**src/verilog/rtc_pkg.sv**
```systemverilog
// shared constants, field layout and encodings of the real-time clock counter
//
// Contract
// RULE1 - rate field 5:3 picks stop, 1 MHz..100 Hz, trigger one, or line frequency
// RULE2 - mode field 2:1 selects modes 0 to 3; counting follows rate and mode
// RULE3 - setting the run bit, bit 0, starts counter operation
// RULE4 - in modes 1, 2 and 3 run stays set until software clears it
// RULE5 - in mode 0 overflow clears the run bit
// RULE6 - while run is clear the counter is forced to zero and held
// RULE7 - clearing the overflow interrupt enable withdraws a pending overflow request
// RULE8 - software writes the two's complement interval to preset first, then control
// RULE9 - mode 1 run written high loads the counter from preset and counts
// RULE10 - mode 1 armed start waits for trigger two, then sets run and loads
// RULE11 - mode 1 overflow reloads from preset, sets overflow flag, requests interrupt
// RULE12 - overflow while overflow flag still set raises the overrun bit
// RULE13 - software reads control, clears overflow flag, may rearm the sequence
// RULE14 - mode 2 counts up from zero at the selected rate while run is set
// RULE15 - mode 2 trigger two captures the counter into preset and sets its flag
// RULE16 - mode 2 overflow sets the overflow flag and requests an enabled interrupt
// RULE17 - mode 2 keeps counting after captures and overflows until run written zero
// RULE18 - software should enable trigger two and overflow interrupts in mode 2
// RULE19 - trigger two sets its flag; run rise clears it unless armed start was set (code sets the flag only while running or armed)
// RULE20 - run rise clears the armed-start bit; when set, trigger two sets run
// RULE21 - overflow sets the overflow flag; run rise always clears it
// RULE22 - with armed start set, trigger two flag sets run and clears armed start
// RULE23 - trigger two while its flag is set also raises the overrun bit (code does so only while running or armed)
// RULE24 - simultaneous enabled requests give overflow priority over trigger two
// RULE25 - external inputs are synchronised and edge detected, one event per pulse
package rtc_pkg;
  // timebase: the 1 MHz rate is derived from the system clock, then decades
  localparam int CLK_PERIOD_NS = 50;
  localparam int BASE_PERIOD_NS = 1000;
  localparam int BASE_DIV = (BASE_PERIOD_NS + CLK_PERIOD_NS - 1) / CLK_PERIOD_NS;
  localparam int DECADE_STAGES = 4;
  localparam logic [3:0] DECADE_LAST = 4'h9;

  // register byte addresses
  localparam logic [7:0] ADDR_CSR = 8'h00;
  localparam logic [7:0] ADDR_PRESET = 8'h04;
  localparam logic [7:0] ADDR_COUNT = 8'h08;

  // control/status field positions
  localparam int CSR_RUN = 0;
  localparam int CSR_MODE_LO = 1;
  localparam int CSR_MODE_HI = 2;
  localparam int CSR_RATE_LO = 3;
  localparam int CSR_RATE_HI = 5;
  localparam int CSR_OVF_EN = 6;
  localparam int CSR_OVF_FLAG = 7;
  localparam int CSR_OVERRUN = 12;
  localparam int CSR_TSR = 13;
  localparam int CSR_T2_EN = 14;
  localparam int CSR_T2_FLAG = 15;

  // reset values
  localparam logic [15:0] PRESET_RST = 16'h0000;

  typedef enum logic [1:0] {MODE_SINGLE, MODE_REPEAT, MODE_EVENT, MODE_SPARE} mode_t;
  typedef enum logic [2:0] {
    RATE_STOP, RATE_1MHZ, RATE_100KHZ, RATE_10KHZ, RATE_1KHZ, RATE_100HZ,
    RATE_TRIG1, RATE_LINE
  } rate_t;
endpackage

```
**src/verilog/timebase_if.sv**
```systemverilog
// link between the rate source and the counter core
`timescale 1ns/1ps
interface timebase_if;
  logic [2:0] rate;
  logic count_tick;
  logic trig_two_evt;
  modport src (input rate, output count_tick, output trig_two_evt);
  modport sink (output rate, input count_tick, input trig_two_evt);
endinterface

```
**src/verilog/programmable_realtime_clock_counter.sv**
```systemverilog
// real-time clock counter core with its apb register slave
//
// Design decisions made here: the register offsets and the APB interface to the registers.
`timescale 1ns/1ps
module programmable_realtime_clock_counter #(
  parameter int CNT_W = 16
) (
  input wire logic clk,
  input wire logic reset_n,
  input wire logic psel,
  input wire logic penable,
  input wire logic pwrite,
  input wire logic [7:0] paddr,
  input wire logic [31:0] pwdata,
  output logic [31:0] prdata,
  output logic pready,
  output logic pslverr,
  input wire logic ext_trig_one,
  input wire logic ext_trig_two,
  input wire logic line_freq,
  output logic overflow_irq_req,
  output logic trigger_two_irq_req
);
  // control/status state
  logic run_q;
  logic [1:0] mode_q;
  logic [2:0] rate_q;
  logic ovf_en_q;
  logic overflow_flag_q;
  logic overrun_q;
  logic trigger_starts_run_q;
  logic t2_en_q;
  logic trigger_two_flag_q;
  logic [CNT_W-1:0] count_q;
  logic [CNT_W-1:0] preset_q;
  logic pready_q;
  logic pslverr_q;
  logic [31:0] prdata_q;
  logic ovf_req_q;
  logic t2_req_q;

  // next values and decode
  logic access_w;
  logic csr_wr_w;
  logic preset_wr_w;
  logic mapped_w;
  logic tick_w;
  logic t2_evt_w;
  logic t2_set_w;
  logic hw_start_w;
  logic ovf_evt_w;
  logic mode_stop_w;
  logic run_written_w;
  logic run_d;
  logic run_rise_w;
  logic [1:0] mode_d;
  logic [2:0] rate_d;
  logic ovf_en_d;
  logic t2_en_d;
  logic tsr_d;
  logic overflow_flag_d;
  logic trigger_two_flag_d;
  logic overrun_d;
  logic capture_w;
  logic [CNT_W-1:0] count_d;
  logic [CNT_W-1:0] preset_d;
  logic ovf_req_d;
  logic t2_req_d;
  logic [15:0] csr_view_w;
  logic [31:0] prdata_d;
  logic pready_d;

  timebase_if tb ();

  rate_source u_rate_source (
    .clk(clk),
    .reset_n(reset_n),
    .ext_trig_one(ext_trig_one),
    .ext_trig_two(ext_trig_two),
    .line_freq(line_freq),
    .tb(tb.src)
  );

  assign tb.rate = rate_q; // RULE1
  assign tick_w = tb.count_tick;
  assign t2_evt_w = tb.trig_two_evt;

  // apb decode: one wait state, writes land on the edge that samples pready
  assign access_w = psel & penable & pready_q;
  assign csr_wr_w = access_w & pwrite & (paddr == rtc_pkg::ADDR_CSR);
  assign preset_wr_w = access_w & pwrite & (paddr == rtc_pkg::ADDR_PRESET);
  assign mapped_w = (paddr == rtc_pkg::ADDR_CSR) | (paddr == rtc_pkg::ADDR_PRESET) |
                    (paddr == rtc_pkg::ADDR_COUNT);
  assign pready_d = psel & penable & ~pready_q;

  // trigger two only counts while running or armed, in any mode
  assign t2_set_w = t2_evt_w & (run_q | trigger_starts_run_q); // RULE19
  assign hw_start_w = trigger_starts_run_q & t2_set_w; // RULE22 RULE10

  // overflow is the all-ones count taking another tick
  assign ovf_evt_w = run_q & tick_w & (&count_q);
  assign mode_stop_w = ovf_evt_w & (mode_q == rtc_pkg::MODE_SINGLE); // RULE5

  // run bit: software write, hardware start wins over a same-cycle clear
  assign run_written_w = csr_wr_w ? pwdata[rtc_pkg::CSR_RUN] : run_q; // RULE3
  assign run_d = hw_start_w | (run_written_w & ~mode_stop_w); // RULE4
  assign run_rise_w = run_d & ~run_q;

  // plain read/write fields
  assign mode_d = csr_wr_w ? pwdata[rtc_pkg::CSR_MODE_HI:rtc_pkg::CSR_MODE_LO] : mode_q; // RULE2
  assign rate_d = csr_wr_w ? pwdata[rtc_pkg::CSR_RATE_HI:rtc_pkg::CSR_RATE_LO] : rate_q;
  assign ovf_en_d = csr_wr_w ? pwdata[rtc_pkg::CSR_OVF_EN] : ovf_en_q;
  assign t2_en_d = csr_wr_w ? pwdata[rtc_pkg::CSR_T2_EN] : t2_en_q;

  // armed start is dropped by any run rise, including the one it caused
  assign tsr_d = (csr_wr_w ? pwdata[rtc_pkg::CSR_TSR] : trigger_starts_run_q) &
                 ~run_rise_w & ~hw_start_w; // RULE20 RULE22

  // flags are write-zero-to-clear; a hardware set in the same cycle wins
  assign overflow_flag_d = ovf_evt_w |
                           (overflow_flag_q & ~(csr_wr_w & ~pwdata[rtc_pkg::CSR_OVF_FLAG]) &
                            ~run_rise_w); // RULE21 RULE11 RULE16
  assign trigger_two_flag_d = t2_set_w |
                              (trigger_two_flag_q &
                               ~(csr_wr_w & ~pwdata[rtc_pkg::CSR_T2_FLAG]) &
                               ~(run_rise_w & ~trigger_starts_run_q)); // RULE19

  // overrun: new event while the old flag is still unserviced
  assign overrun_d = (ovf_evt_w & overflow_flag_q) | // RULE12
                     (t2_set_w & trigger_two_flag_q) | // RULE23
                     ((csr_wr_w ? pwdata[rtc_pkg::CSR_OVERRUN] : overrun_q) & ~run_rise_w);

  // modes 0 and 1 start from the preset, modes 2 and 3 from zero
  function automatic logic starts_from_preset(input logic [1:0] m);
    starts_from_preset = (m == rtc_pkg::MODE_SINGLE) || (m == rtc_pkg::MODE_REPEAT);
  endfunction

  // counter: zero while stopped, preset load on start in modes 0 and 1
  assign count_d = !run_d ? '0 : // RULE6
                   run_rise_w ? (starts_from_preset(mode_d) ? preset_q : '0) : // RULE9 RULE14
                   (ovf_evt_w && mode_q == rtc_pkg::MODE_REPEAT) ? preset_q : // RULE11
                   tick_w ? count_q + 1'b1 : count_q; // RULE17

  // capture in mode 2 takes priority over a colliding software write
  assign capture_w = t2_set_w & run_q & (mode_q == rtc_pkg::MODE_EVENT);
  assign preset_d = capture_w ? count_q : // RULE15
                    preset_wr_w ? pwdata[CNT_W-1:0] : preset_q;

  // requests follow flag and enable, so a cleared enable withdraws at once
  assign ovf_req_d = overflow_flag_d & ovf_en_d; // RULE7 RULE11 RULE16
  assign t2_req_d = trigger_two_flag_d & t2_en_d & ~ovf_req_d; // RULE24 RULE15

  // read view; bits 11:8 are reserved and read as zero
  assign csr_view_w = {trigger_two_flag_q, t2_en_q, trigger_starts_run_q, overrun_q,
                       4'h0, overflow_flag_q, ovf_en_q, rate_q, mode_q, run_q};
  assign prdata_d = (paddr == rtc_pkg::ADDR_CSR) ? {16'h0000, csr_view_w} :
                    (paddr == rtc_pkg::ADDR_PRESET) ? 32'(preset_q) :
                    (paddr == rtc_pkg::ADDR_COUNT) ? 32'(count_q) : 32'h00000000;

  // counter and control registers
  always_ff @(posedge clk) begin
    if (!reset_n) begin
      run_q <= 1'b0;
      mode_q <= rtc_pkg::MODE_SINGLE;
      rate_q <= rtc_pkg::RATE_STOP;
      ovf_en_q <= 1'b0;
      t2_en_q <= 1'b0;
      trigger_starts_run_q <= 1'b0;
      overflow_flag_q <= 1'b0;
      trigger_two_flag_q <= 1'b0;
      overrun_q <= 1'b0;
      count_q <= '0;
      preset_q <= CNT_W'(rtc_pkg::PRESET_RST);
    end else begin
      run_q <= run_d;
      mode_q <= mode_d;
      rate_q <= rate_d;
      ovf_en_q <= ovf_en_d;
      t2_en_q <= t2_en_d;
      trigger_starts_run_q <= tsr_d;
      overflow_flag_q <= overflow_flag_d;
      trigger_two_flag_q <= trigger_two_flag_d;
      overrun_q <= overrun_d;
      count_q <= count_d;
      preset_q <= preset_d;
    end
  end

  // bus answer and interrupt request flops
  always_ff @(posedge clk) begin
    if (!reset_n) begin
      pready_q <= 1'b0;
      pslverr_q <= 1'b0;
      prdata_q <= 32'h00000000;
      ovf_req_q <= 1'b0;
      t2_req_q <= 1'b0;
    end else begin
      pready_q <= pready_d;
      pslverr_q <= pready_d & ~mapped_w;
      prdata_q <= pready_d ? prdata_d : 32'h00000000;
      ovf_req_q <= ovf_req_d;
      t2_req_q <= t2_req_d;
    end
  end

  assign pready = pready_q;
  assign pslverr = pslverr_q;
  assign prdata = prdata_q;
  assign overflow_irq_req = ovf_req_q;
  assign trigger_two_irq_req = t2_req_q;
endmodule

```
**src/verilog/rate_source.sv**
```systemverilog
// input synchronisers, decade timebase and count-rate selection
`timescale 1ns/1ps
module rate_source (
  input wire logic clk,
  input wire logic reset_n,
  input wire logic ext_trig_one,
  input wire logic ext_trig_two,
  input wire logic line_freq,
  timebase_if.src tb
);
  localparam int DECADE_STAGES = rtc_pkg::DECADE_STAGES;
  logic [2:0] raw_w;
  logic [2:0] meta_q;
  logic [2:0] sync_q;
  logic [2:0] prev_q;
  logic [2:0] edge_w;
  logic [7:0] pre_q;
  logic [DECADE_STAGES:0] tick_w;
  logic [2:0] idx_w;
  logic sel_tick_w;

  assign raw_w = {line_freq, ext_trig_two, ext_trig_one};

  // two-flop synchronisers, the edge detector only sees the second stage;
  // one process holds all three so that no vector has several writers
  always_ff @(posedge clk) begin
    if (!reset_n) begin
      meta_q <= 3'h0;
      sync_q <= 3'h0;
      prev_q <= 3'h0;
    end else begin
      meta_q <= raw_w;
      sync_q <= meta_q;
      prev_q <= sync_q;
    end
  end

  // rising edges only, one event per pulse
  genvar g;
  for (g = 0; g < 3; g++) begin : g_sync
    assign edge_w[g] = sync_q[g] & ~prev_q[g]; // RULE25
  end

  // prescaler down to the 1 MHz base
  assign tick_w[0] = (pre_q == 8'(rtc_pkg::BASE_DIV - 1));
  always_ff @(posedge clk) begin
    if (!reset_n) pre_q <= 8'h00;
    else pre_q <= tick_w[0] ? 8'h00 : pre_q + 8'h01;
  end

  // decade chain: each stage ticks once per ten ticks of the one before
  for (g = 0; g < DECADE_STAGES; g++) begin : g_dec
    logic [3:0] dec_q;
    always_ff @(posedge clk) begin
      if (!reset_n) dec_q <= 4'h0;
      else if (tick_w[g]) dec_q <= (dec_q == rtc_pkg::DECADE_LAST) ? 4'h0 : dec_q + 4'h1;
    end
    assign tick_w[g+1] = tick_w[g] & (dec_q == rtc_pkg::DECADE_LAST);
  end

  // source selection; stop gives no ticks at all
  assign idx_w = tb.rate - 3'h1;
  assign sel_tick_w = (tb.rate == rtc_pkg::RATE_STOP) ? 1'b0 :
                      (tb.rate == rtc_pkg::RATE_TRIG1) ? edge_w[0] :
                      (tb.rate == rtc_pkg::RATE_LINE) ? edge_w[2] :
                      tick_w[idx_w]; // RULE1

  always_ff @(posedge clk) begin
    if (!reset_n) begin
      tb.count_tick <= 1'b0;
      tb.trig_two_evt <= 1'b0;
    end else begin
      tb.count_tick <= sel_tick_w;
      tb.trig_two_evt <= edge_w[1]; // RULE25
    end
  end
endmodule

```
**config.mk**
```make
export PLATFORM = sky130hd
export DESIGN_NAME = programmable_realtime_clock_counter
export DESIGN_NICKNAME = d
export VERILOG_FILES = /design/src/verilog/rtc_pkg.sv /design/src/verilog/timebase_if.sv /design/src/verilog/programmable_realtime_clock_counter.sv /design/src/verilog/rate_source.sv
export SDC_FILE = /design/constraint.sdc
export NUM_CORES = 1
export LEC_CHECK = 0
export BUFFER_PORTS_ARGS = -buffer_cell sky130_fd_sc_hd__buf_2
export CORE_MARGIN = 3
export CORE_UTILIZATION = 56
export CTS_CLUSTER_DIAMETER = 200
export DETAILED_ROUTE_END_ITERATION = 6
export PLACE_DENSITY = 0.91
export SLEW_MARGIN = 20
export SYNTH_ARGS = -nofsm -noshare
export SYNTH_HDL_FRONTEND = slang
export SYNTH_SLANG_ARGS = --single-unit
```
**constraint.sdc**
```tcl
create_clock -name clk -period 2.7 [get_ports clk]
set_input_delay 0.27 -clock clk [delete_from_list [all_inputs] [get_ports clk]]
set_output_delay 0.27 -clock clk [all_outputs]
set_load 0.05 [all_outputs]
```
==> flow_summary.yaml, run 1 <==
floorplan:
  die_area_um2: 9800
  row_count: 33
  core_um2: 8300
  die_x_um: 99.0
  die_h_um: 99.0
  io_pins: 84
  start_util_pct: 58.3
drt:
  wl_um: 11700
  detail-route-antenna-nets: 0
  wire_per_inst_um: 16.4
  vias_per_cell: 5.94
  drt_iter0_markers: 315
  via_count: 4268
  first_pass_iters: 5
  drc: 0
synthesis:
  yosys_warnings: 0
  synth_top_area_share_pct: 40.9
  synth_area_leaders: "dfxtp_1 (41%), nand2_1 (4.7%), nor2_1 (4.1%)"
  synth_cell_types: 65
  ys_seq_area_share_pct: 40.9
  synth_edf_count: 0
  syn_area_um2: 4840
  synthCells: 558
  synth_top_area_cell: "dfxtp_1"
  postSynthAreaPerCell_um2: 8.68
  ys_ff_latch: 99
  ys.flop_type: "dfxtp_1"
  async_reset_ff_share_pct: 0
clock_tree:
  clk_pin_slew_worst_paths_ns: 0.09
  cts_tree: "yes"
  h-tree-depth: 3
  ctsRootBufferMaster: "clkbuf_8"
  clk_path_buf_depth: 2
  cts-buffers-inserted: 9
  cts_sinks: 99
  clkLatencyLatePin_ns: 0.37
timing:
  rsz0062_at_grt: "no"
  maxSlewViolCount: 0
  worstMarginPinSlew_ns: 0.733
  setup_tns_ns: 0
  max_slew_margin_pct: 51.0
  hold_viol: 0
  fin_crit_ns: 2.61
  fin_crit_sh_pct: 96.6
  setup_viol: 0
  finClkSkew_ns: 0.0117
  fmax_mhz: 383
worst_setup_path:
  slowest_delay_ns: 0.58
  cp.arrival_ns: 2.87
  timing.rr.end: "count_q[7]"
  cp-end-kind: "register"
  cp-start-kind: "register"
  cp.required_ns: 2.96
  reg2reg_depth: 6
  crit_chain: "nand3_2 -> or4_4 -> or4b_4 -> nand2_1 -> nor2_1 -> a221oi_1"
  criticalPathCategory: "register to register"
  rrSetupSlack_ns: 0.09
  crit_slowest_cell: "or4_4"
  crit_fanout: 8
  r2r-start: "count_q[8]"
worst_hold_path:
  worstHoldPathCells: 2
  worstHoldEndpoint: "u_rate_source.meta_q[0]"
  min-delay-start: "ext_trig_one"
  hp-class: "input pin to register"
global_routing:
  globalRoute.totalOverflow: 0
  grt_pass1_wl_um: 19300
  grt_use_total_pct: 24.3
  antenna_found_initial: 0
  grt_pass1_vias: 4055
  grt_max_degree: 59
layout:
  final_cell_mix: "dfxtp_1 (98), nand2_1 (60), nor2_1 (53)"
  nets: 663
  antenna_cells: 0
  layout_commonest_cell: "dfxtp_1"
  drive_gt1_share_pct: 17.0
  area_delta_synth_final_pct: 11.0
placement:
  numPortBuffers: 51
  gp_congestion: 0.926
  hpwlAfterDp_um: 8220
power_and_ir_drop:
  peakVddDrop_v: 0.000300
  leakagePower_nw: 2.39
  power_w: 0.00257
  powerDensity_nw_per_um2: 479
run_status:
  status: "completed"
run:
  maxCapViolations: 0
report_power, final:
group / total (W) / internal, W / switching [W] / leakage (nW)
combinational: 0.000147 / 0.0000384 / 0.000109 / 1.50
clock: 0.000945 / 0.000449 / 0.000496 / 0.0954
sequential: 0.00148 / 0.00147 / 0.00000778 / 0.800
total: 0.00257 / 0.00196 / 0.000613 / 2.39
worst max-delay path: cells and delay by family, from the launching register on:
kind / cells / cell delay [ns]
AOI/OAI and AO/OA: 1 / 0.38
and+or+nand+nor: 5 / 1.66
DFF: 1 / 0.46
metal layers:
metal | track usage [%] | routed length [µm] | up-vias
li1 | - | - | 2048
met1 | 30.9 | 4910 | 1990
met2 | 39.6 | 5550 | 196
met3 | 4.03 | 869 | 34
met4 | 12.6 | 418 | 0
met5 | 0 | 0 | -
worst max-delay path by stage:
stage | startpoint | slack [ns] | end
6_report | count_q[8] | 0.09 | count_q[7]
5_1_grt | u_rate_source.pre_q[0] | 0.01 | u_rate_source.g_dec[3].dec_q[3]
4_1_cts | count_q[1] | 0.11 | count_q[7]
3_5_place_dp | count_q[8] | 0.18 | count_q[6]
3_3_place_gp | count_q[8] | 0.28 | count_q[9]
2_1_floorplan | run_q | 0.32 | count_q[4]
metrics by stage:
step	utilization, %	setup WS [ns]	area [µm²]	hold WS [ns]	std cells
2_1_floorplan	-	0.324	4900	0.367	573
3_3_place_gp	62.1	0.276	5150	0.377	700
3_5_place_dp	62.1	0.181	5150	0.382	700
4_1_cts	64.4	0.111	5350	0.0847	715
5_1_grt	64.7	0.0128	5370	0.0963	718
6_report	64.7	0.0906	5370	0.0998	718
flip-flops by register name (all words and copies together) (netlist names), 3 cells and up, named ones only:
register                   flops
preset_q                      16
u_rate_source.prev_q           3
count_q                       16
u_rate_source.sync_q           3
u_rate_source.g_dec.dec_q     16
u_rate_source.pre_q            8
rate_q                         3
u_rate_source.meta_q           3
prdata                        16
kinds of logic after synthesis:
| logic type | share of synthesized area, % |
|---|---|
| flops | 40.9 |
| other cells | 0.0775 |
| compound gates | 18.0 |
| fa+ha+maj | 1.55 |
| buf+inv | 6.93 |
| xor+xnor | 3.62 |
| simple gates | 24.9 |
| mux | 3.98 |
timing repair:
action	4_1_cts	5_1_grt
buffers inserted	0	3
endpoints found under the hold margin	0	0
setup endpoints to repair	0	2
gates resized for setup	0	1
hold buffers	0	0
cell usage after synthesis, drive strengths merged, types with 14 or more instances:
| cell type | instances |
|---|---|
| buf | 21 |
| nand3 | 18 |
| nor2b | 20 |
| o211a | 16 |
| nand2 | 60 |
| nor2 | 53 |
| o21ai | 24 |
| nor3 | 14 |
| inv | 20 |
| clkbuf | 25 |
| dfxtp | 99 |
| mux2i | 17 |
| and2 | 26 |
area by class of cell:
cell class | instances | area [µm²]
fillers | 668 | 2930
multi-input cells | 408 | 2580
flip-flops and latches | 99 | 1980
repair buffers | 71 | 405
clock buffers | 11 | 141
well taps | 105 | 131
inverters | 20 | 75.1
clock inverters | 4 | 51.3
Note: power is estimated with default switching activity, not from simulation.
==> run 2, diff against run 1 <==
REMOVE_ABC_BUFFERS = 1   (was default)
==> flow_summary.yaml, run 2 (synthesis gave the netlist of run 1 again) <==
timing:
  finClkSkew_ns: 0.0117
  fin_crit_sh_pct: 97.0
  setup_viol: 0
  rsz0062_at_grt: "no"
  worstMarginPinSlew_ns: 0.731
  max_slew_margin_pct: 51.1
  hold_viol: 0
  maxSlewViolCount: 0
  fmax_mhz: 382
  whs_ns: 0.106
  fin_ws_ns: 0.0801
  fin_crit_ns: 2.62
placement:
  place_inst: 699
  hpwlAfterDp_um: 8020
  gp_congestion: 0.951
  dp_slack_ns: 0.125
  numPortBuffers: 51
worst_hold_path:
  worstHoldPathCells: 2
  hp-class: "input pin to register"
run_status:
  status: "completed"
floorplan:
  row_count: 33
  die_area_um2: 9800
  die_h_um: 99.0
  io_pins: 84
  core_um2: 8300
  start_util_pct: 58.3
  die_x_um: 99.0
layout:
  instances_no_fill: 715
  nets: 659
  layout_commonest_cell: "dfxtp_1"
  n_fill_cell: 636
  antenna_cells: 0
  drive_gt1_share_pct: 16.9
  area_delta_synth_final_pct: 11.1
  final_cell_mix: "dfxtp_1 (96), nand2_1 (60), nor2_1 (53)"
  fin_util_pct: 64.8
worst_setup_path:
  cp-start-kind: "register"
  criticalPathCategory: "register to register"
  reg2reg_depth: 6
  cp-end-kind: "register"
  cp.required_ns: 2.95
  cp.arrival_ns: 2.87
  crit_fanout: 8
global_routing:
  globalRoute.totalOverflow: 0
  antenna_found_initial: 0
  grt_max_degree: 59
  grt_pass1_vias: 4232
  grt_pass1_wl_um: 19400
  grt_use_total_pct: 24.3
drt:
  wl_um: 12000
  drc: 0
  via_count: 4339
  vias_per_cell: 6.07
  drt_iter0_markers: 405
  detail-route-antenna-nets: 0
  first_pass_iters: 5
  wire_per_inst_um: 16.7
power_and_ir_drop:
  powerDensity_nw_per_um2: 496
  leakagePower_nw: 2.39
  peakVddDrop_v: 0.000337
run:
  maxCapViolations: 0
clock_tree:
  clkLatencyLatePin_ns: 0.36
  cts-buffers-inserted: 9
  ctsRootBufferMaster: "clkbuf_8"
  cts_sinks: 99
  h-tree-depth: 3
  clk_pin_slew_worst_paths_ns: 0.10
  cts_tree: "yes"
  clk_path_buf_depth: 2
  cts-hold-fix-buffers: 0
[run 2: cell count changes in the layout (fill, tap and decap cells not counted), sizes merged]
cell      change
bufinv        +1
buf           -4
clkinvlp      -1
clkbuf        +1
[run 2: metrics by stage]
stage | setup TNS, ns | power, W | cell area [µm²]
4_1_cts | 0 | 0.00268 | 5370
6_report | 0 | 0.00267 | 5380
3_5_place_dp | 0 | 0.00165 | 5150
2_1_floorplan | -0.347 | 0.00160 | 4640
5_1_grt | 0 | 0.00276 | 5380
3_3_place_gp | 0 | 0.00165 | 5150
[run 2: final cells by class]
class / count / area (µm²) / share of cell area [%]
inverters: 20 / 75.1 / 1.40
multi-input cells: 408 / 2590 / 48.2
repair buffers: 67 / 375 / 6.98
clock inverters: 4 / 73.8 / 1.37
clock buffers: 12 / 145 / 2.70
well taps: 105 / 131 / 2.44
flip-flops and latches: 99 / 1990 / 36.9
[run 2: per-layer routing]
metal  wire [µm]  track usage [%]  up-vias
li1            -                -     2034
met1        4920             30.5     2013
met2        5590             38.4      232
met3         896             4.67       60
met4         549             15.0        0
met5           0                0        -
[run 2: critical path, cell delays in order, from the launching register on]
cell and delay (ns):
dfxtp_1 0.43, nand3_2 0.18, or4_4 0.59, or4b_4 0.58
nand2_1 0.17, nor2_1 0.19, a221oi_1 0.37
[run 2: worst paths after layout]
kind | to | from | slack [ns]
worst min register to register | u_rate_source.tb.trig_two_evt | u_rate_source.prev_q[1] | 0.39
worst min-delay path | u_rate_source.meta_q[1] | ext_trig_two | 0.11
worst max register to register | count_q[6] | count_q[9] | 0.08
worst max-delay path | count_q[6] | count_q[9] | 0.08
[run 2: report_power, final]
group	internal, W	switching (W)
Combinational	0.0000374	0.000109
Clock	0.000549	0.000496
Sequential	0.00147	0.00000728
[run 2: what timing repair did]
item                                    4_1_cts  5_1_grt
setup buffers                                 0        0
endpoints found under the hold margin         0        0
resized for setup                             0        4
endpoints found under the setup margin        0       10
